**src/agl_pkg.sv**
```systemverilog
/*
 * Shared constants, types and interval tables for the recording-path gain
 * leveler timing block: register offsets, field positions, reset values,
 * leveler states and the hold, decay and attack tables in microseconds.
 * Assumes a single 125 MHz register and audio clock.
 */
package agl_pkg;

	// Register byte offsets
	localparam logic [7:0] ADDR_TEST_SRC = 8'h1C;
	localparam logic [7:0] ADDR_STYLE_HOLD = 8'h40;
	localparam logic [7:0] ADDR_RAMP = 8'h44;
	localparam logic [7:0] ADDR_MODE = 8'h48;
	localparam logic [7:0] ADDR_STATUS = 8'h60;

	// Field positions
	localparam int TS_LEFT_VAL_LSB = 4;
	localparam int TS_RIGHT_VAL_LSB = 2;
	localparam int TS_LEFT_SEL_BIT = 1;
	localparam int TS_RIGHT_SEL_BIT = 0;
	localparam int SH_ATT_STYLE_BIT = 6;
	localparam int SH_CTRL_LSB = 4;
	localparam int SH_HOLD_LSB = 0;
	localparam int RT_DECAY_LSB = 4;
	localparam int RT_ATTACK_LSB = 0;
	localparam int MD_LIMITER_BIT = 7;
	localparam int ST_STATE_LSB = 0;
	localparam int ST_LIMITER_BIT = 2;

	// Reset values and range limits of the coded fields
	localparam logic [3:0] HOLD_RST = 4'h0;
	localparam logic [3:0] DECAY_RST = 4'h4;
	localparam logic [3:0] ATTACK_RST = 4'h6;
	localparam logic [3:0] CODE_MAX = 4'hA;
	localparam logic [3:0] DECAY_CLAMP = 4'hA;
	localparam logic [3:0] SHORT_CODE = 4'h0;

	// Reference tick: 1 us at 125 MHz
	localparam int CLK_FREQ_MHZ = 125;
	localparam int TICK_US = 1;
	localparam int TICK_CYC = TICK_US * CLK_FREQ_MHZ;
	localparam int TICK_W = 8;
	localparam int INTERVAL_W = 20;

	typedef logic [INTERVAL_W-1:0] agl_us_t;

	// Interval tables, in reference ticks of 1 us
	localparam agl_us_t HOLD_TBL [0:10] = '{20'h00000, 20'h007D0, 20'h00FA0, 20'h01F40,
		20'h03E80, 20'h07D00, 20'h0FA00, 20'h1F400, 20'h3E800, 20'h7D000, 20'hF4240};
	localparam agl_us_t DECAY_NORM_TBL [0:10] = '{20'h001F4, 20'h003E8, 20'h007D0,
		20'h00FA0, 20'h01F40, 20'h03E80, 20'h07D00, 20'h0FA00, 20'h1F400, 20'h3E800,
		20'h7D000};
	localparam agl_us_t RAMP_125_TBL [0:10] = '{20'h0007D, 20'h000FA, 20'h001F4,
		20'h003E8, 20'h007D0, 20'h00FA0, 20'h01F40, 20'h03E80, 20'h07D00, 20'h0FA00,
		20'h1F400};
	localparam agl_us_t ATTACK_LIM_TBL [0:10] = '{20'h00020, 20'h00040, 20'h0007D,
		20'h000FA, 20'h001F4, 20'h003E8, 20'h007D0, 20'h00FA0, 20'h01F40, 20'h03E80,
		20'h07D00};

	// Leveler states
	typedef enum logic [1:0] {
		ST_IDLE = 2'b00,
		ST_HOLD = 2'b01,
		ST_RISE = 2'b10,
		ST_FALL = 2'b11
	} agl_state_t;

	// Source selector settings
	typedef struct packed {
		logic [1:0] left_injected_value;
		logic [1:0] right_injected_value;
		logic left_source_select;
		logic right_source_select;
	} agl_src_cfg_t;

	// Leveler settings
	typedef struct packed {
		logic limiter;
		logic gain_attack_style;
		logic [1:0] control_signal_style;
		logic [3:0] hold;
		logic [3:0] decay;
		logic [3:0] attack;
	} agl_lev_cfg_t;

	localparam agl_src_cfg_t SRC_RST = '0;
	localparam agl_lev_cfg_t LEV_RST = '{limiter: 1'b0, gain_attack_style: 1'b0,
		control_signal_style: 2'b00, hold: HOLD_RST, decay: DECAY_RST, attack: ATTACK_RST};

	// Hold interval; out-of-range codes give none
	function automatic agl_us_t hold_us(input logic [3:0] code);
		hold_us = (code > CODE_MAX) ? HOLD_TBL[SHORT_CODE] : HOLD_TBL[code];
	endfunction : hold_us

	// Decay interval; out-of-range codes clamp to the longest
	function automatic agl_us_t decay_us(input logic lim, input logic [3:0] code);
		logic [3:0] c;
		c = (code > CODE_MAX) ? DECAY_CLAMP : code;
		decay_us = lim ? RAMP_125_TBL[c] : DECAY_NORM_TBL[c];
	endfunction : decay_us

	// Attack interval; out-of-range codes give the shortest
	function automatic agl_us_t attack_us(input logic lim, input logic [3:0] code);
		logic [3:0] c;
		c = (code > CODE_MAX) ? SHORT_CODE : code;
		attack_us = lim ? ATTACK_LIM_TBL[c] : RAMP_125_TBL[c];
	endfunction : attack_us

endpackage : agl_pkg

```
**src/agl_interval_timer.sv**
```systemverilog
/*
 * Interval timer: counts reference ticks while run is high and pulses done
 * for one cycle each time the target count is reached, then starts again.
 * Assumes tick is a one-cycle pulse in the same clock domain.
 */
`timescale 1ns/10ps
module agl_interval_timer #(
	parameter int CNT_W = agl_pkg::INTERVAL_W
) (
	// Clock and reset
	input wire logic pclk,
	input wire logic presetn,
	// Control
	input wire logic run,
	input wire logic tick,
	input wire logic [CNT_W-1:0] target,
	// Result
	output logic done
);
	import agl_pkg::*;

	logic [CNT_W-1:0] cnt_q, cnt_d;
	logic done_q, done_d;

	// Next count; a zero target fires every cycle
	always_comb begin
		cnt_d = cnt_q;
		done_d = 1'b0;
		if (!run) begin
			cnt_d = '0;
		end else if (target == '0) begin
			done_d = 1'b1;
		end else if (tick) begin
			if (cnt_q + 1'b1 >= target) begin
				done_d = 1'b1;
				cnt_d = '0;
			end else begin
				cnt_d = cnt_q + 1'b1;
			end
		end
	end

	// Count registers
	always_ff @(posedge pclk or negedge presetn) begin
		if (!presetn) begin
			cnt_q <= '0;
			done_q <= 1'b0;
		end else begin
			cnt_q <= cnt_d;
			done_q <= done_d;
		end
	end

	assign done = done_q;

endmodule : agl_interval_timer

```
**src/agl_leveler_timing.sv**
```systemverilog
/*
 * Recording-path gain leveler timing with per-channel source selector and
 * an APB register slave. Produces gain step pulses for the gain core.
 * Assumes APB signals, converter data and leveler requests are synchronous
 * to pclk, and that the gain core applies the step pulses and style selects.
 */
// The APB slave port is this design's own decision.
// Summary of operation
// - Left path takes converter data, or left injected value when selected.
// - Right path takes converter data, or right injected value when selected.
// - Attack style bit picks conventional or jack-style attack control.
// - Two-bit control style field picks conventional or one of three jack styles.
// - Normal mode waits the coded hold time before raising gain.
// - Decay code maps to doubling tables per mode, high codes clamp longest.
// - Attack code maps to doubling tables per mode, high codes give shortest.
// - Limiter bit selects limiter tables instead of normal leveling tables.
`timescale 1ns/10ps
module agl_leveler_timing #(
	parameter int DATA_W = 24,
	parameter int ADDR_W = 8
) (
	// Clock and reset
	input wire logic pclk,
	input wire logic presetn,
	// APB slave
	input wire logic psel,
	input wire logic penable,
	input wire logic pwrite,
	input wire logic [ADDR_W-1:0] paddr,
	input wire logic [31:0] pwdata,
	output logic [31:0] prdata,
	output logic pready,
	output logic pslverr,
	// Converter data in, recording data out
	input wire logic [DATA_W-1:0] adc_left_in,
	input wire logic [DATA_W-1:0] adc_right_in,
	output logic [DATA_W-1:0] rec_left_out,
	output logic [DATA_W-1:0] rec_right_out,
	// Leveler requests from the level detector
	input wire logic gain_rise_req,
	input wire logic gain_fall_req,
	// Leveler controls to the gain core
	output logic gain_up_step,
	output logic gain_down_step,
	output logic hold_active,
	output logic limiter_active,
	output logic gain_attack_style,
	output logic [1:0] control_signal_style
);
	import agl_pkg::*;

	localparam int NUM_CH = 2;
	localparam int CH_L = 0;
	localparam int CH_R = 1;
	localparam int NUM_TMR = 3;
	localparam int TMR_HOLD = 0;
	localparam int TMR_DECAY = 1;
	localparam int TMR_ATTACK = 2;
	localparam int TICK_GAP = TICK_CYC;
	localparam int TICK_GAP_M1 = TICK_GAP - 1;
	localparam logic [TICK_W-1:0] TICK_LAST = TICK_W'(TICK_CYC - 1);

	agl_src_cfg_t src_q, src_d;
	agl_lev_cfg_t lev_q, lev_d;
	agl_state_t state_q, state_d;
	logic [31:0] prdata_q, prdata_d;
	logic [31:0] rd_word;
	logic hit_src, hit_sh, hit_rt, hit_md, hit_st, mapped;
	logic wr_en;
	logic [TICK_W-1:0] tick_cnt_q, tick_cnt_d;
	logic tick_q, tick_d;
	logic kick_q, kick_d;
	logic [NUM_CH-1:0] ch_sel;
	logic [1:0] ch_val [NUM_CH];
	logic [DATA_W-1:0] ch_in [NUM_CH];
	logic [DATA_W-1:0] ch_out_q [NUM_CH];
	logic [NUM_TMR-1:0] tmr_run;
	logic [NUM_TMR-1:0] tmr_done;
	agl_us_t tmr_target [NUM_TMR];

	// Address decode
	always_comb begin
		hit_src = 1'b0;
		hit_sh = 1'b0;
		hit_rt = 1'b0;
		hit_md = 1'b0;
		hit_st = 1'b0;
		if (paddr == ADDR_W'(ADDR_TEST_SRC)) begin
			hit_src = 1'b1;
		end else if (paddr == ADDR_W'(ADDR_STYLE_HOLD)) begin
			hit_sh = 1'b1;
		end else if (paddr == ADDR_W'(ADDR_RAMP)) begin
			hit_rt = 1'b1;
		end else if (paddr == ADDR_W'(ADDR_MODE)) begin
			hit_md = 1'b1;
		end else if (paddr == ADDR_W'(ADDR_STATUS)) begin
			hit_st = 1'b1;
		end
		mapped = hit_src | hit_sh | hit_rt | hit_md | hit_st;
		wr_en = psel & penable & pwrite;
	end

	// Read word assembly; reserved bits read zero
	always_comb begin
		rd_word = '0;
		if (hit_src) begin
			rd_word[TS_LEFT_VAL_LSB +: 2] = src_q.left_injected_value;
			rd_word[TS_RIGHT_VAL_LSB +: 2] = src_q.right_injected_value;
			rd_word[TS_LEFT_SEL_BIT] = src_q.left_source_select;
			rd_word[TS_RIGHT_SEL_BIT] = src_q.right_source_select;
		end else if (hit_sh) begin
			rd_word[SH_ATT_STYLE_BIT] = lev_q.gain_attack_style;
			rd_word[SH_CTRL_LSB +: 2] = lev_q.control_signal_style;
			rd_word[SH_HOLD_LSB +: 4] = lev_q.hold;
		end else if (hit_rt) begin
			rd_word[RT_DECAY_LSB +: 4] = lev_q.decay;
			rd_word[RT_ATTACK_LSB +: 4] = lev_q.attack;
		end else if (hit_md) begin
			rd_word[MD_LIMITER_BIT] = lev_q.limiter;
		end else if (hit_st) begin
			rd_word[ST_STATE_LSB +: 2] = state_q;
			rd_word[ST_LIMITER_BIT] = lev_q.limiter;
		end
	end

	// Register writes in the access phase; read data caught in setup
	always_comb begin
		src_d = src_q;
		lev_d = lev_q;
		prdata_d = prdata_q;
		if (psel && !penable && !pwrite) begin
			prdata_d = rd_word;
		end
		if (wr_en && hit_src) begin
			src_d.left_injected_value = pwdata[TS_LEFT_VAL_LSB +: 2];
			src_d.right_injected_value = pwdata[TS_RIGHT_VAL_LSB +: 2];
			src_d.left_source_select = pwdata[TS_LEFT_SEL_BIT];
			src_d.right_source_select = pwdata[TS_RIGHT_SEL_BIT];
		end else if (wr_en && hit_sh) begin
			lev_d.gain_attack_style = pwdata[SH_ATT_STYLE_BIT];
			lev_d.control_signal_style = pwdata[SH_CTRL_LSB +: 2];
			lev_d.hold = pwdata[SH_HOLD_LSB +: 4];
		end else if (wr_en && hit_rt) begin
			lev_d.decay = pwdata[RT_DECAY_LSB +: 4];
			lev_d.attack = pwdata[RT_ATTACK_LSB +: 4];
		end else if (wr_en && hit_md) begin
			lev_d.limiter = pwdata[MD_LIMITER_BIT];
		end
	end

	// Register file
	always_ff @(posedge pclk or negedge presetn) begin
		if (!presetn) begin
			src_q <= SRC_RST;
			lev_q <= LEV_RST;
			prdata_q <= '0;
		end else begin
			src_q <= src_d;
			lev_q <= lev_d;
			prdata_q <= prdata_d;
		end
	end

	// Zero-wait slave; unmapped addresses answer with an error
	assign prdata = prdata_q;
	assign pready = 1'b1;
	assign pslverr = psel & penable & ~mapped;

	// Per-channel source selector
	assign ch_sel = {src_q.right_source_select, src_q.left_source_select};
	assign ch_val[CH_L] = src_q.left_injected_value;
	assign ch_val[CH_R] = src_q.right_injected_value;
	assign ch_in[CH_L] = adc_left_in;
	assign ch_in[CH_R] = adc_right_in;

	generate
		for (genvar ch = 0; ch < NUM_CH; ch++) begin : g_src
			logic [DATA_W-1:0] out_d;
			// Injected value sits in the low bits
			always_comb begin
				out_d = ch_sel[ch] ? {{(DATA_W-2){1'b0}}, ch_val[ch]} : ch_in[ch];
			end
			always_ff @(posedge pclk or negedge presetn) begin
				if (!presetn) begin
					ch_out_q[ch] <= '0;
				end else begin
					ch_out_q[ch] <= out_d;
				end
			end
		end
	endgenerate

	assign rec_left_out = ch_out_q[CH_L];
	assign rec_right_out = ch_out_q[CH_R];

	// Reference tick divider
	always_comb begin
		tick_d = 1'b0;
		tick_cnt_d = tick_cnt_q + 1'b1;
		if (tick_cnt_q == TICK_LAST) begin
			tick_cnt_d = '0;
			tick_d = 1'b1;
		end
	end

	// Leveler sequence; a fall request always wins
	always_comb begin
		state_d = state_q;
		case (state_q)
			ST_IDLE, ST_FALL: begin
				if (gain_fall_req) begin
					state_d = ST_FALL;
				end else if (gain_rise_req) begin
					state_d = lev_q.limiter ? ST_RISE : ST_HOLD;
				end else begin
					state_d = ST_IDLE;
				end
			end
			ST_HOLD: begin
				if (gain_fall_req) begin
					state_d = ST_FALL;
				end else if (!gain_rise_req) begin
					state_d = ST_IDLE;
				end else if (lev_q.limiter || tmr_done[TMR_HOLD]) begin
					state_d = ST_RISE;
				end
			end
			ST_RISE: begin
				if (gain_fall_req) begin
					state_d = ST_FALL;
				end else if (!gain_rise_req) begin
					state_d = ST_IDLE;
				end
			end
			default: begin
				state_d = ST_IDLE;
			end
		endcase
		// Jack-style attack steps at once on entering a fall
		kick_d = lev_q.gain_attack_style && state_q != ST_FALL && state_d == ST_FALL;
	end

	// Sequencer and tick registers
	always_ff @(posedge pclk or negedge presetn) begin
		if (!presetn) begin
			state_q <= ST_IDLE;
			tick_cnt_q <= '0;
			tick_q <= 1'b0;
			kick_q <= 1'b0;
		end else begin
			state_q <= state_d;
			tick_cnt_q <= tick_cnt_d;
			tick_q <= tick_d;
			kick_q <= kick_d;
		end
	end

	// Interval targets follow the mode tables
	assign tmr_target[TMR_HOLD] = hold_us(lev_q.hold);
	assign tmr_target[TMR_DECAY] = decay_us(lev_q.limiter, lev_q.decay);
	assign tmr_target[TMR_ATTACK] = attack_us(lev_q.limiter, lev_q.attack);
	assign tmr_run[TMR_HOLD] = (state_q == ST_HOLD);
	assign tmr_run[TMR_DECAY] = (state_q == ST_RISE);
	assign tmr_run[TMR_ATTACK] = (state_q == ST_FALL);

	generate
		for (genvar t = 0; t < NUM_TMR; t++) begin : g_tmr
			agl_interval_timer #(
				.CNT_W(INTERVAL_W)
			) u_timer (
				.pclk(pclk),
				.presetn(presetn),
				.run(tmr_run[t]),
				.tick(tick_q),
				.target(tmr_target[t]),
				.done(tmr_done[t])
			);
		end
	endgenerate

	// Outputs to the gain core
	assign gain_up_step = tmr_done[TMR_DECAY];
	assign gain_down_step = tmr_done[TMR_ATTACK] | kick_q;
	assign hold_active = (state_q == ST_HOLD);
	assign limiter_active = lev_q.limiter;
	assign gain_attack_style = lev_q.gain_attack_style;
	assign control_signal_style = lev_q.control_signal_style;

	// Tick counts between steps, for checking only
	logic [INTERVAL_W-1:0] up_ticks_q, dn_ticks_q;
	always_ff @(posedge pclk or negedge presetn) begin
		if (!presetn) begin
			up_ticks_q <= '0;
			dn_ticks_q <= '0;
		end else begin
			up_ticks_q <= !tmr_run[TMR_DECAY] ? '0 :
				(tmr_done[TMR_DECAY] ? INTERVAL_W'(tick_q) : up_ticks_q + INTERVAL_W'(tick_q));
			dn_ticks_q <= !tmr_run[TMR_ATTACK] ? '0 :
				(tmr_done[TMR_ATTACK] ? INTERVAL_W'(tick_q) : dn_ticks_q + INTERVAL_W'(tick_q));
		end
	end
endmodule : agl_leveler_timing

```
**config.mk**
```make
export PLATFORM = sky130hd
export DESIGN_NAME = agl_leveler_timing
export DESIGN_NICKNAME = d
export VERILOG_FILES = /design/src/agl_pkg.sv /design/src/agl_interval_timer.sv /design/src/agl_leveler_timing.sv
export SDC_FILE = /design/constraint.sdc
export NUM_CORES = 1
export LEC_CHECK = 0
export ABC_AREA = 1
export BUFFER_PORTS_ARGS = -buffer_cell sky130_fd_sc_hd__buf_2
export CAP_MARGIN = 20
export CORE_ASPECT_RATIO = 0.5
export CORE_MARGIN = 2
export CORE_UTILIZATION = 51
export CTS_BUF_LIST = sky130_fd_sc_hd__clkbuf_4 sky130_fd_sc_hd__clkbuf_8 sky130_fd_sc_hd__clkbuf_16
export CTS_CLUSTER_SIZE = 40
export DETAILED_ROUTE_END_ITERATION = 16
export PLACE_DENSITY = 0.77
export SLEW_MARGIN = 20
export SYNTH_ARGS = -nofsm -noshare
export SYNTH_HDL_FRONTEND = slang
export SYNTH_SLANG_ARGS = --single-unit
```
**constraint.sdc**
```tcl
create_clock -name pclk -period 2.7 [get_ports pclk]
set_input_delay 0.135 -clock pclk [delete_from_list [all_inputs] [get_ports pclk]]
set_output_delay 0.135 -clock pclk [all_outputs]
set_load 0.03 [all_outputs]
```
---- Yosys cells after proc, flatten, opt, wreduce, memory -nomap -nowiden ----
Memory sizes are Yosys's and may differ from the RTL's.
Index checks and enable logic that the tools add are counted.
operators by class
  muxes and demuxes ....................... 77
  add/subtract/negate cells ............... 4
  equal/unequal tests ..................... 17
  bitwise gates (word level) .............. 15
  reduce and logical (&&, ||, !) cells .... 22
  $lt $le $gt $ge ......................... 9
operators by type and width
  operator                                                          count
  20-bit two-way mux                                                25
  20-bit by 1-bit adder with 20-bit output (second input constant)  3
  20-bit greater-or-equal comparator                                3
  20-bit zero test                                                  3
  24-bit two-way mux                                                2
  8-bit by 7-bit == test with 1-bit output (second input constant)  5
  1-bit two-way mux                                                 31
  2-bit two-way mux                                                 9
  5-bit greater-or-equal comparator (second input constant)         3
  4-bit NOT with 5-bit output                                       3
  2-bit inequality test (second input constant)                     7
  4-bit > comparator (second input constant)                        3
  4-bit two-way mux                                                 3
  3-bit two-way mux                                                 3
  8-bit by 1-bit adder with 8-bit output (second input constant)    1
  8-bit by 5-bit == test with 1-bit output (second input constant)  1
  1-bit logical AND                                                 8
  8-bit two-way mux                                                 1
  2-bit AND reduction                                               4
  7-bit two-way mux                                                 1
  2-bit == test (second input constant)                             3
  6-bit two-way mux                                                 1
  2-bit one-hot mux with 3 select lines                             1
  1-bit bitwise OR                                                  5
  9 further kinds                                                   15
storage, ports and cells
  input bits .............................. 95
  memories ................................ 5
  register bits ........................... 153
  ROM bits ................................ 1600
memories
  memory           depth  width  read ports  clocked after memory_dff  wr ports  RTL line        text
  (no name shown)  16     20     1           0                         0         agl_pkg.sv:106  attack_us = lim ? ATTACK_LIM_TBL[c] : RAMP_125_TBL[c];
  (no name shown)  16     20     1           0                         0         agl_pkg.sv:106
  (no name shown)  16     20     1           0                         0         agl_pkg.sv:99   decay_us = lim ? RAMP_125_TBL[c] : DECAY_NORM_TBL[c];
  (no name shown)  16     20     1           0                         0         agl_pkg.sv:99
  (no name shown)  16     20     1           0                         0         agl_pkg.sv:92   hold_us = (code > CODE_MAX) ? HOLD_TBL[SHORT_CODE] : HOLD_TBL[code];

---- Depth between registers and ports, before layout ----
Gate-level depths: netlist of run 1.
  word-level depth ........................ 12
  gate-level depth with buffers ........... 29

---- Hierarchy ----
From an unflattened synthesis of run 1, not the netlist that was laid out.
unflattened totals
  cells, all modules ...................... 1560
  area total of the unflattened synthesis .. 11170.7 µm²
modules (own cells, without submodules)
  module              area an instance (µm²)  sequential area each (µm²)  instances  cells each
  agl_interval_timer  2028.2                  525.5                       3          293
  agl_leveler_timing  5086.1                  2255.9                      1          681

---- Worst setup path before layout of run 1 ----
No wires, ideal clock.
  kind .................................... reg2reg
  start point ............................. register g_tmr[1].u_timer.cnt_q[0]
  end point ............................... register g_tmr[1].u_timer.done_q
  buffers on the path ..................... 1
  setup slack ............................. -196 ps
  arrival ................................. 2778 ps
  cell stages (with the launch flop) ...... 23
  library setup time ...................... 118 ps
  clock period less this slack ............ 2896 ps
  cell sequence ........................... dfrtp_1 ha_1 nand2_1 nor2_1 nand3_1 nor2_2 nand2_1 nor2_1 nand3_1 o21ai_0 inv_1 ha_1 nand2_1 nor2_1 a211oi_1 nand2_1 nand2_1 nand2_1 nand2_1 clkbuf_1 nand2_1 nand2_1 nor2_1
between the ends
  cells in the longest elaborated chain, start to end .. 6
RTL lines
  element                                   RTL line                  text
  start: declaration                        agl_interval_timer.sv:22  logic [CNT_W-1:0] cnt_q, cnt_d;
  start signal: assignment                  agl_interval_timer.sv:49  cnt_q <= cnt_d;
  20-bit by 1-bit adder with 20-bit output  agl_interval_timer.sv:34  if (cnt_q + 1'b1 >= target) begin
  20-bit greater-or-equal comparator        agl_interval_timer.sv:34
  1-bit two-way mux                         agl_interval_timer.sv:34
  1-bit two-way mux                         agl_interval_timer.sv:33  end else if (tick) begin
  1-bit two-way mux                         agl_interval_timer.sv:31  end else if (target == '0) begin
  1-bit two-way mux                         agl_interval_timer.sv:29  if (!run) begin
  net g_tmr[1].u_timer.done_d               agl_interval_timer.sv:23  logic done_q, done_d;
  end signal: assignment                    agl_interval_timer.sv:50  done_q <= done_d;
  end: declaration                          agl_interval_timer.sv:23
The timed path passes the listed nets, and every way through them passes these cells.
A chain may end at the register's enable or synchronous reset.

---- Final worst setup path of run 1 ----
  start point ............................. register g_tmr[0].u_timer.cnt_q[2]
  end point ............................... register g_tmr[0].u_timer.cnt_q[4]
between the ends
  cells in the longest elaborated chain, start to end .. 6
RTL lines
  element                                     RTL line
  start: declaration                          agl_interval_timer.sv:22
  start signal: assignment                    agl_interval_timer.sv:49
  20-bit by 1-bit adder with 20-bit output *  agl_interval_timer.sv:34, agl_interval_timer.sv:38
  20-bit greater-or-equal comparator          agl_interval_timer.sv:34
  20-bit two-way mux *                        agl_interval_timer.sv:34
  20-bit two-way mux *                        agl_interval_timer.sv:33
  20-bit two-way mux *                        agl_interval_timer.sv:31
  20-bit two-way mux *                        agl_interval_timer.sv:29
Mark *: on every way between the ends. The rest lies on a longest branch, timed or not. The select of a mux whose other input is x is not followed.

==> results of run 1 <==
timing repair:
action	4_1_cts	5_1_grt
setup buffers	35	14
hold buffers	54	0
pin swaps	52	64
gates cloned	2	0
setup endpoints to repair	59	59
resized for setup	112	108
endpoints found under the hold margin	125	0
state kept, by name (all words and copies together), names as in the netlist, 2 cells and up:
name / count
lev_q: 12
ch_sel: 2
control_signal_style: 2
rec_right_out: 24
rec_left_out: 24
state_q: 2
prdata: 8
ch_val: 4
g_tmr.u_timer.cnt_q: 60
g_tmr.u_timer.done: 3
tick_cnt_q: 8
worst max-delay path, cell delays in order, from the launching register on:
cell	delay (ps)
sky130_fd_sc_hd__dfrtp_1	470
sky130_fd_sc_hd__nand2_4	100
sky130_fd_sc_hd__nor3_4	290
sky130_fd_sc_hd__nand2_2	130
sky130_fd_sc_hd__nor2_4	150
sky130_fd_sc_hd__nand2_2	80
sky130_fd_sc_hd__inv_2	80
sky130_fd_sc_hd__nand2_4	60
sky130_fd_sc_hd__inv_2	80
sky130_fd_sc_hd__or2_2	120
sky130_fd_sc_hd__nand2_2	70
sky130_fd_sc_hd__inv_2	90
sky130_fd_sc_hd__ha_4	220
sky130_fd_sc_hd__a21oi_2	230
sky130_fd_sc_hd__nor2_2	90
sky130_fd_sc_hd__a211oi_2	200
sky130_fd_sc_hd__o21ai_2	90
sky130_fd_sc_hd__nand3b_1	120
sky130_fd_sc_hd__nand3_2	120
sky130_fd_sc_hd__inv_2	120
sky130_fd_sc_hd__buf_12	140
sky130_fd_sc_hd__nand2_8	90
sky130_fd_sc_hd__o22ai_2	200
placed cells by master, fill, tap and decap left out, drive strengths merged, types with 2 or more instances in the layout:
| master | netlist | routed |
|---|---|---|
| buf | 38 | 306 |
| o211ai | 3 | 3 |
| dfrtp | 150 | 150 |
| nand2 | 310 | 311 |
| nor2 | 151 | 151 |
| clkbuf | 26 | 17 |
| nand3b | 3 | 3 |
| o22ai | 14 | 14 |
| nand3 | 45 | 45 |
| conb | 2 | 25 |
| or2 | 7 | 7 |
| a21oi | 32 | 32 |
| inv | 214 | 220 |
| dlygate4sd3 | 0 | 54 |
| a211oi | 3 | 3 |
| o21bai | 2 | 2 |
| o21a | 2 | 2 |
| a31oi | 6 | 6 |
| xnor2 | 3 | 3 |
| o221ai | 4 | 4 |
| nor3b | 5 | 5 |
| dfstp | 3 | 3 |
| nor3 | 26 | 26 |
| clkinv | 2 | 6 |
| nor4 | 8 | 8 |
| ha | 67 | 67 |
| clkinvlp | 0 | 4 |
| xor2 | 38 | 38 |
| nand4 | 38 | 38 |
| a221oi | 5 | 5 |
| o21ai | 110 | 110 |
metrics by stage:
stage,TNS [ps],hold WS (ps)
4_1_cts,-8990,2.14
6_report,-22750,18.9
2_1_floorplan,-1920,-161
3_5_place_dp,-17490,216
5_1_grt,-32710,14.6
3_3_place_gp,-8540,197
power groups by stage:
stage               registers, mW  logic (mW)  clock network, mW
floorplan                    2.51       0.632                  0
global placement             2.44        1.03                  0
detailed placement           2.44        1.07                  0
CTS                          2.40        1.23               2.42
global route                 2.41        1.42               2.57
finish                       2.40        1.33               2.46
worst max path at each step:
stage / endpoint / cells after the start
2_1_floorplan: g_tmr[0].u_timer.cnt_q[17] / 19
5_1_grt: g_tmr[0].u_timer.cnt_q[4] / 22
3_5_place_dp: g_tmr[2].u_timer.cnt_q[5] / 21
3_3_place_gp: g_tmr[2].u_timer.cnt_q[4] / 25
4_1_cts: g_tmr[2].u_timer.cnt_q[5] / 26
6_report: g_tmr[0].u_timer.cnt_q[4] / 22
layer usage:
metal	vias to the layer above	part of all wire, %
li1	4847	-
met1	5142	38
met2	646	49
met3	209	6.9
met4	0	5.8
met5	-	0
cell families after synthesis:
family	Yosys count	share of synthesized area [%]
xor+xnor	41	3.63
simple gates	595	26.6
fa+ha+maj	67	8.48
flops	153	38.8
other cells	2	0.0759
compound gates	182	10.5
buf+inv	280	12.0
layout make-up:
type                       instances  area (µm²)
timing repair buffer             360        2590
fill                            1181        4750
inverter                         216         816
sequential                       153        3830
clock inverter                    15         159
tap                              259         324
clock buffer                      17         425
multi-input combinational        911        5800
==> impl_summary.txt, run 1 <==
----------------------------------------------------
[Run status]
  Result of the run ... finished, violations left
  Failing checks ... negative setup slack

[Setup path]
  Crit. End Element ... flop
  Worst Path Required ... 3040 ps
  Arrival time of data at the critical path endpoint ... 3790 ps
  FF-to-FF setup slack ... -750 ps
  R2R cell count ... 22
  Launching point of the worst reg2reg path ... g_tmr[0].u_timer.cnt_q[2]
  Worst Setup Path Type ... flop to flop
  Critical path launch point ... g_tmr[0].u_timer.cnt_q[2]
  Worst reg2reg endpoint ... g_tmr[0].u_timer.cnt_q[4]
  Type of element launching the critical path ... flop
  Critical Path Fanout Max ... 7

[Drt]
  Via Count ... 10,800
  Wire length per cell after detailed routing ... 18.0 µm
  Antenna-violating nets left ... 0
  Count of routing violations after the opening detailed-route iteration ... 979
  Total iterations of the first detailed-routing run ... 6
  Number of vias per cell ... 5.62
  Detailed-route wire length ... 34,900 µm
  Residual DRC ... 0

[Synth]
  #FFs+latches synth ... 153
  Count of warnings emitted by yosys ... 0
  Post-synth ARST share ... 100%
  Gate count after technology mapping ... 1,320
  Share of synthesized area occupied by flip-flops and latches ... 38.8%
  Synth Cell Area ... 0.00989 mm²
  Number of unique standard cell types used by synthesis ... 51
  Avg Synthesized Cell Area ... 7.49 µm²
  Share of the synthesized area in the top cell type ... 38.0%
  Synth Flop Type ... sky130_fd_sc_hd__dfrtp_1
  Synth top area cells ... sky130_fd_sc_hd__dfrtp_1, sky130_fd_sc_hd__nand2_1, sky130_fd_sc_hd__ha_1
  Count leader, synth ... sky130_fd_sc_hd__nand2_1
  Most instantiated cells after synthesis ... sky130_fd_sc_hd__nand2_1, sky130_fd_sc_hd__inv_1, sky130_fd_sc_hd__dfrtp_1
  Number of flops mapped to enable cells by yosys ... 0
  Synth area leader ... sky130_fd_sc_hd__dfrtp_1

[STA]
  Final slew viol count ... 0
  Pin slew with the least headroom to its limit ... 956 ps
  RSZ-0062 raised after global routing ... yes
  Clock period minus worst slack ... 3450 ps
  Relative slew slack ... 36.2%
  Maximum clock skew at final layout ... 13.0 ps
  Fmax achieved ... 290 MHz
  Final Setup Violations ... 59
  Least setup slack across all paths after layout ... -751 ps
  Part of the cycle the worst path needs ... 128%
  Final hold vios ... 0

[Clocking]
  CTS Sinks ... 153
  CTS max path bufs ... 2
  H-tree depth ... 4
  Worst-skew pair later-pin latency ... 440 ps
  Number of CTS-inserted buffers ... 17
  Clock tree from TritonCTS ... built
  Clock slew seen by the registers of the worst setup and hold paths ... 70 ps
  Clock tree root driver cell ... sky130_fd_sc_hd__clkbuf_16

[Global routing]
  Maximum number of pins on one net before global-route repair ... 76
  Initial antenna violation count ... 0
  Met1 demand-to-capacity share in global routing ... 36.6%
  Global routing usage summed across all routing layers ... 31.9%
  Remaining global-route overflow ... 0
  Vias in the first global route ... 10,700
  First-pass GRT wire length ... 52,000 µm
  GR Util met2 ... 58.0%
  Met3 layer usage reported by global route ... 6.03%
  Busiest layer in global routing ... met2

[Layout]
  Post-route core utilization ... 74.6%
  Fin nets ... 1,821
  Final design instance area without fill ... 0.0140 mm²
  Layout cells sized above 1 ... 32.4%
  Ant. Diodes ... 0
  Number of cells in the finished layout apart from fillers ... 1,931
  Area growth from synthesis to layout ... 41.1%

[Floorplan]
  I/O pin total ... 184
  Die outline area ... 0.0206 mm²
  Starting density of the core ... 52.9%
  Die span in x ... 201 µm
  Standard-cell row count ... 35
  Height of the die ... 102 µm
  Total core area ... 0.0187 mm²

[Power]
  Part of the total power dissipated in the clock network ... 39.7%
  Worst vdd ir ... 0.000501 V
  Reg power frac ... 38.8%
  Net switching power ... 2.11 mW
  Post-route total power ... 6.20 mW
  Total leakage power ... 7.24 nW
  Pwr per Cell Area ... 444 mW/mm²
  Switch share ... 34.1%
  Internal power of the cells ... 4.08 mW
  Comb power frac ... 21.5%

[Min path]
  Worst Hold Endpoint ... lev_q[3]
  HP Start ... pwdata[3]
  Hold depth ... 3
  Min-Delay Path Class ... primary input to flop

[Place]
  Global placement routability congestion ... 0.907
  Worst Setup Slack post-DPL ... -412 ps
  HPWL Detailed ... 19,400 µm
  Input/output buffers ... 134
  Post-Place Cell Area ... 0.0116 mm²
  Instance count after placement with tap cells included ... 1,796

[Job]
  Max-cap violations ... 0

----------------------------------------------------
No activity file was read; power rests on OpenSTA's default activity.
==> run 2, diff against run 1 <==
--- a/config.mk
+++ b/config.mk
@@ -7,4 +7,5 @@
 export LEC_CHECK = 0
 export ABC_AREA = 1
+export ABC_CLOCK_PERIOD_IN_PS = 2700
 export BUFFER_PORTS_ARGS = -buffer_cell sky130_fd_sc_hd__buf_2
 export CAP_MARGIN = 20
==> constraint.sdc (replaced) <==
create_clock -name pclk -period 2.7 [get_ports pclk]
set_input_delay 0.54 -clock pclk [delete_from_list [all_inputs] [get_ports pclk]]
set_output_delay 0.54 -clock pclk [all_outputs]
set_load 0.03 [all_outputs]
==> run 2 against run 1 <==
  * The flow still finishes with violations (negative setup slack)
  * Worst setup slack improved by 240 ps
  * Sequential cell count did not move
  * Clock skew rose by 2.9 ps
  * First-iteration DRC count fell by 7.9%
  * Non-clock buffer count decreased by 35
  * Worst hold slack gained 64 ps
  * Cell area fell by 2.8%
  * Sequential share of layout area is 0.80 points higher
  * Global-route usage is 3.8 points lower
  * Final cell count shrank 1.8%
  * Sequential power barely moved
  * Die area is the same
  * Critical endpoint is now g_tmr[1].u_timer.cnt_q[17]
==> impl_summary.txt, run 2 (synthesized netlist as in run 1, its figures left out) <==
----------------------------------------------------
[Drt]
  Count of routing violations after the opening detailed-route iteration ... 902 (-7.9%)
  Via Count ... 10,400 (-4.4%)
  Detailed-route wire length ... 30,500 µm (-12%)
  Wire length per cell after detailed routing ... 16.1 µm (-11%)
  Antenna-violating nets left ... 0 (unchanged)
  Total iterations of the first detailed-routing run ... 6 (unchanged)
  Number of vias per cell ... 5.47 (-2.6%)
  Residual DRC ... 0 (unchanged)

[Layout]
  Most frequent standard cell in the layout excluding fill and tap cells ... sky130_fd_sc_hd__nand2_1
  Ant. Diodes ... 0 (unchanged)
  Final design instance area without fill ... 0.0136 mm² (-2.8%)
  Register bank with the most flops ... g_tmr.u_timer.cnt_q
  Area growth from synthesis to layout ... 37.1%
  Number of flip-flops under the largest register name ... 60 (unchanged)
  Layout cells sized above 1 ... 33.3% (+0.88 points)
  Number of cells in the finished layout apart from fillers ... 1,896 (-1.8%)
  Most frequent cells in the layout ... sky130_fd_sc_hd__nand2_1, sky130_fd_sc_hd__inv_1, sky130_fd_sc_hd__buf_4
  Fin nets ... 1,786 (-1.9%)

[STA]
  Part of the cycle the worst path needs ... 119% (-9.0 points)
  Maximum clock skew at final layout ... 15.9 ps (+2.88 ps)
  Final-layout worst hold slack ... 83.2 ps (+64.3 ps)
  Final Setup Violations ... 59 (unchanged)
  Accumulated negative setup slack ... -23,350 ps (-595 ps)
  RSZ-0062 raised after global routing ... yes
  Relative slew slack ... 40.1% (+3.8 points)
  Clock period minus worst slack ... 3210 ps (-243 ps)
  Least setup slack across all paths after layout ... -508 ps (+243 ps)
  Final hold vios ... 0 (unchanged)
  Final slew viol count ... 0 (unchanged)
  Fmax achieved ... 312 MHz (+7.6%)
  Pin slew with the least headroom to its limit ... 899 ps (-57.1 ps)

[Place]
  Worst Setup Slack post-DPL ... -411 ps (+0.0700 ps)
  Instance count after placement with tap cells included ... 1,803 (+0.39%)
  Global placement routability congestion ... 0.926 (+2.1%)
  HPWL Detailed ... 19,000 µm (-2.1%)
  Post-Place Cell Area ... 0.0117 mm² (+0.56%)
  Input/output buffers ... 134 (unchanged)

[Clocking]
  CTS Sinks ... 153 (unchanged)
  H-tree depth ... 4 (unchanged)
  Clock slew seen by the registers of the worst setup and hold paths ... 70 ps (about the same)
  CTS max path bufs ... 2 (unchanged)
  Clock tree from TritonCTS ... built
  Number of CTS-inserted buffers ... 17 (unchanged)
  Worst-skew pair later-pin latency ... 450 ps (about the same)
  Number of buffers added to fix hold violations after cts ... 0 (-100%)
  Clock tree root driver cell ... sky130_fd_sc_hd__clkbuf_16

[Floorplan]
  Starting density of the core ... 52.9% (unchanged)
  Height of the die ... 102 µm (unchanged)
  Standard-cell row count ... 35 (unchanged)
  Die span in x ... 201 µm (unchanged)
  Total core area ... 0.0187 mm² (unchanged)
  Die outline area ... 0.0206 mm² (unchanged)
  I/O pin total ... 184 (unchanged)

[Power]
  Worst vdd ir ... 0.000494 V (-1.5%)
  Total leakage power ... 7.14 nW (-1.4%)
  Pwr per Cell Area ... 458 mW/mm² (+3.2%)

[Global routing]
  Remaining global-route overflow ... 0 (unchanged)
  Vias in the first global route ... 9,814 (-8.1%)
  First-pass GRT wire length ... 46,400 µm (-11%)
  Initial antenna violation count ... 0 (unchanged)
  Global routing usage summed across all routing layers ... 28.0% (-3.8 points)
  Maximum number of pins on one net before global-route repair ... 68 (-11%)

[Setup path]
  Critical Path Fanout Max ... 5 (-2)
  Type of element launching the critical path ... flop
  Worst stage delay on the critical path ... 440 ps (-30 ps)
  Worst Path Required ... 3030 ps (about the same)
  Worst Setup Path Type ... flop to flop
  Kind of cell adding the most delay to the critical path ... simple AND/OR/NAND/NOR gates
  Arrival time of data at the critical path endpoint ... 3540 ps (-250 ps)
  Critical path launch point ... g_tmr[1].u_timer.cnt_q[0]
  Buffers and inverters on the worst path ... 5 (unchanged)
  Worst path slowest cell ... sky130_fd_sc_hd__dfrtp_1
  Crit. End Element ... flop
  Worst path most repeated cell ... sky130_fd_sc_hd__nand2_1
  Launching point of the worst reg2reg path ... g_tmr[1].u_timer.cnt_q[0]

[Run status]
  Result of the run ... finished, violations left
  Failing checks ... negative setup slack

[Job]
  Max-cap violations ... 0 (unchanged)

[Min path]
  Min-Delay Path Class ... primary input to asynchronous set/reset pin

----------------------------------------------------
## run 2: cell types whose count changed in the layout (fill, tap and decap cells not counted), moves of 4 or more
cell,before,now
sky130_fd_sc_hd__a21oi_1,17,22
sky130_fd_sc_hd__a21oi_2,14,10
sky130_fd_sc_hd__buf_12,3,7
sky130_fd_sc_hd__buf_4,158,172
sky130_fd_sc_hd__clkbuf_16,17,21
sky130_fd_sc_hd__dlygate4sd3_1,54,0
sky130_fd_sc_hd__nand2_4,10,6
## run 2: layer usage
metal,vias to the layer above,track usage (%),wire length (µm)
met5,-,0,0
met2,507,50.8,15200
met4,0,12.0,1180
met1,4969,32.9,12000
li1,4772,-,-
met3,123,6.09,2250
## run 2: cell type report
cell class | count | area (µm²)
Inverter | 216 | 818
Fill cell | 1257 | 5140
Clock buffer | 17 | 425
Timing Repair Buffer | 325 | 2300
Sequential cell | 153 | 3830
Clock inverter | 15 | 173
Multi-Input combinational cell | 911 | 5680
Tap cell | 259 | 324
## run 2: final timing paths
kind	endpoint	slack, ps	cells after the start
min in group pclk	rec_right_out[6]	280	3
setup / recovery	g_tmr[1].u_timer.cnt_q[17]	-510	25
max in group asynchronous	lev_q[6]	1780	2
setup reg to reg	g_tmr[1].u_timer.cnt_q[17]	-510	25
hold reg to reg	prdata[5]	500	2
hold / removal	rec_right_out[3]	80	1
## run 2: what timing repair did
item                                    4_1_cts  5_1_grt
gates resized for setup                     104       87
gates cloned                                  3        3
hold endpoints to repair                      0        0
endpoints found under the setup margin       59       59
pin swaps                                    18       48
buffers inserted                             35       24
## run 2: report_power, final
group / switching [mW] / internal [mW]
Sequential: 0.0405 / 2.36
Combinational: 0.898 / 0.430
Clock: 1.16 / 1.32
## run 2: through the flow
step	utilization, %	power (mW)
3_3_place_gp	62.4	3.49
4_1_cts	69.4	6.11
5_1_grt	72.5	6.41
3_5_place_dp	62.4	3.53
6_report	72.5	6.21
2_1_floorplan	-	3.14
==> run 3, diff against run 2 <==
- BUFFER_PORTS_ARGS: -buffer_cell sky130_fd_sc_hd__buf_2 -> -buffer_cell sky130_fd_sc_hd__buf_4
==> run 3 against run 2 <==
  * The flow still finishes with violations (negative setup slack)
  * Via count down 2.8%
  * Global-route usage shrank 0.57 points
  * First-iteration DRC count down 23%
==> impl_summary.txt, run 3 (synthesized netlist as in run 1, its figures left out) <==
----------------------------------------------------
[STA]
  Final-layout worst hold slack ... 16.4 ps (-66.8 ps)
  Pin slew with the least headroom to its limit ... 868 ps (-31.2 ps)
  RSZ-0062 raised after global routing ... yes
  Clock period minus worst slack ... 3180 ps (-23.7 ps)
  Final Setup Violations ... 59 (unchanged)
  Fmax achieved ... 314 MHz (+0.74%)
  Maximum clock skew at final layout ... 15.9 ps (-0.0218 ps)
  Relative slew slack ... 42.1% (+2.1 points)
  Final slew viol count ... 0 (unchanged)
  Final hold vios ... 0 (unchanged)
  Part of the cycle the worst path needs ... 118% (-0.88 points)
  Least setup slack across all paths after layout ... -485 ps (+23.7 ps)

[Floorplan]
  Total core area ... 0.0187 mm² (unchanged)
  Height of the die ... 102 µm (unchanged)
  Starting density of the core ... 52.9% (unchanged)
  Die outline area ... 0.0206 mm² (unchanged)
  Die span in x ... 201 µm (unchanged)
  I/O pin total ... 184 (unchanged)
  Standard-cell row count ... 35 (unchanged)

[Global routing]
  Maximum number of pins on one net before global-route repair ... 49 (-28%)
  Vias in the first global route ... 9,773 (-0.42%)
  Remaining global-route overflow ... 0 (unchanged)
  Global routing usage summed across all routing layers ... 27.5% (-0.57 points)
  Initial antenna violation count ... 0 (unchanged)
  First-pass GRT wire length ... 45,400 µm (-2.2%)

[Setup path]
  Launching point of the worst reg2reg path ... g_tmr[1].u_timer.cnt_q[0]
  FF-to-FF setup slack ... -480 ps (+20 ps)
  Worst path slowest cell ... sky130_fd_sc_hd__dfrtp_2
  Worst Setup Path Type ... flop to flop
  Critical Path Fanout Max ... 4 (-1)
  Worst reg2reg endpoint ... g_tmr[1].u_timer.cnt_q[16]
  R2R cell count ... 27 (+8.0%)
  Worst path most repeated cell ... sky130_fd_sc_hd__nand2_1
  Worst Path Required ... 3070 ps (+40 ps)
  Arrival time of data at the critical path endpoint ... 3560 ps (+20 ps)
  Worst stage delay on the critical path ... 450 ps (about the same)
  Type of element launching the critical path ... flop
  Crit. End Element ... flop

[Drt]
  Antenna-violating nets left ... 0 (unchanged)
  Total iterations of the first detailed-routing run ... 6 (unchanged)
  Number of vias per cell ... 5.32 (-2.7%)
  Count of routing violations after the opening detailed-route iteration ... 694 (-23%)
  Wire length per cell after detailed routing ... 15.3 µm (-5.2%)
  Via Count ... 10,100 (-2.8%)
  Detailed-route wire length ... 28,900 µm (-5.4%)
  Residual DRC ... 0 (unchanged)

[Place]
  Input/output buffers ... 134 (unchanged)
  Post-Place Cell Area ... 0.0120 mm² (+2.9%)
  Global placement routability congestion ... 0.931 (+0.52%)
  HPWL Detailed ... 19,200 µm (+1.3%)

[Power]
  Pwr per Cell Area ... 445 mW/mm² (-3.0%)
  Total leakage power ... 7.15 nW (+0.22%)
  Worst vdd ir ... 0.000458 V (-7.2%)

[Layout]
  Register bank with the most flops ... g_tmr.u_timer.cnt_q
  Number of flip-flops under the largest register name ... 60 (unchanged)
  Final design instance area without fill ... 0.0138 mm² (+1.8%)
  Post-route core utilization ... 73.8% (+1.3 points)
  Area growth from synthesis to layout ... 39.6%
  Most frequent cells in the layout ... sky130_fd_sc_hd__buf_4, sky130_fd_sc_hd__nand2_1, sky130_fd_sc_hd__inv_1
  Most frequent standard cell in the layout excluding fill and tap cells ... sky130_fd_sc_hd__buf_4
  Layout cells sized above 1 ... 33.1% (-0.18 points)
  Ant. Diodes ... 0 (unchanged)
  Fin nets ... 1,783 (-0.17%)

[Clocking]
  Clock tree root driver cell ... sky130_fd_sc_hd__clkbuf_16
  CTS max path bufs ... 2 (unchanged)
  CTS Sinks ... 153 (unchanged)
  H-tree depth ... 4 (unchanged)
  Number of CTS-inserted buffers ... 17 (unchanged)
  Worst-skew pair later-pin latency ... 440 ps (about the same)
  Clock slew seen by the registers of the worst setup and hold paths ... 70 ps (about the same)
  Clock tree from TritonCTS ... built

[Run status]
  Failing checks ... negative setup slack
  Result of the run ... finished, violations left

[Job]
  Max-cap violations ... 0 (unchanged)

[Min path]
  Min-Delay Path Class ... primary input to asynchronous set/reset pin

----------------------------------------------------
run 3: changes by cell type in the layout (fill, tap and decap cells not counted), sizes merged:
cell,before,now
buf,321,319
inv,223,220
clkinv,6,8
bufinv,1,0
clkbuf,21,22
run 3: how the worst max path moves through the flow:
stage	depth (start not counted)	slack (ps)	from	endpoint
after floorplan	19	-110	g_tmr[0].u_timer.cnt_q[0]	g_tmr[0].u_timer.cnt_q[17]
final	27	-480	g_tmr[1].u_timer.cnt_q[0]	g_tmr[1].u_timer.cnt_q[16]
after detailed placement	20	-430	g_tmr[0].u_timer.cnt_q[2]	g_tmr[0].u_timer.cnt_q[2]
after CTS	26	-290	lev_q[1]	g_tmr[2].u_timer.cnt_q[6]
after global routing	27	-660	g_tmr[1].u_timer.cnt_q[0]	g_tmr[1].u_timer.cnt_q[15]
after global placement	26	-250	lev_q[1]	g_tmr[2].u_timer.cnt_q[3]
run 3: power by group:
group	switching [mW]	internal, mW	total [mW]
clock network	1.11	1.27	2.39
registers	0.0417	2.36	2.40
logic	0.886	0.467	1.35
run 3: layout make-up:
class	count	area, µm²
clock buffer	19	453
multi-input combinational	911	5680
sequential	153	3830
fill	1326	4890
tap	259	324
clock inverter	13	131
inverter	216	821
timing repair buffer	322	2560
run 3: metrics by stage:
| stage | total power [mW] | setup TNS [ps] | setup WS, ps | instances |
|---|---|---|---|---|
| after floorplan | 3.14 | -1920 | -111 | 1343 |
| final | 6.14 | -21620 | -485 | 1893 |
| after global placement | 3.53 | -11840 | -246 | 1803 |
| after global routing | 6.38 | -31930 | -658 | 1893 |
| after CTS | 6.05 | -12090 | -294 | 1871 |
| after detailed placement | 3.57 | -18360 | -425 | 1803 |
run 3: timing repair:
| item | 4_1_cts | 5_1_grt |
|---|---|---|
| gates cloned | 3 | 2 |
| hold buffers | 0 | 0 |
| pin swaps | 23 | 61 |
| endpoints found under the setup margin | 59 | 59 |
| resized for setup | 84 | 100 |
| buffers inserted | 34 | 23 |
| hold endpoints to repair | 0 | 0 |
run 3: metal layers:
layer | GRT usage, % | wire length (µm) | vias up | part of all wire (%)
met3 | 5.71 | 2030 | 104 | 7.0
met4 | 10.4 | 1020 | 0 | 3.5
met5 | 0 | 0 | - | 0
li1 | - | - | 4766 | -
met1 | 32.0 | 11500 | 4738 | 40
met2 | 50.9 | 14300 | 468 | 50
run 3: worst max-delay path: cells and delay by family (launching register included):
family / cells / cell delay (ps)
AO/OA/AOI/OAI: 2 / 170
adder cells (fa/ha/maj): 2 / 380
buffers and inverters: 5 / 460
flip-flops: 1 / 450
AND/OR/NAND/NOR: 18 / 1650
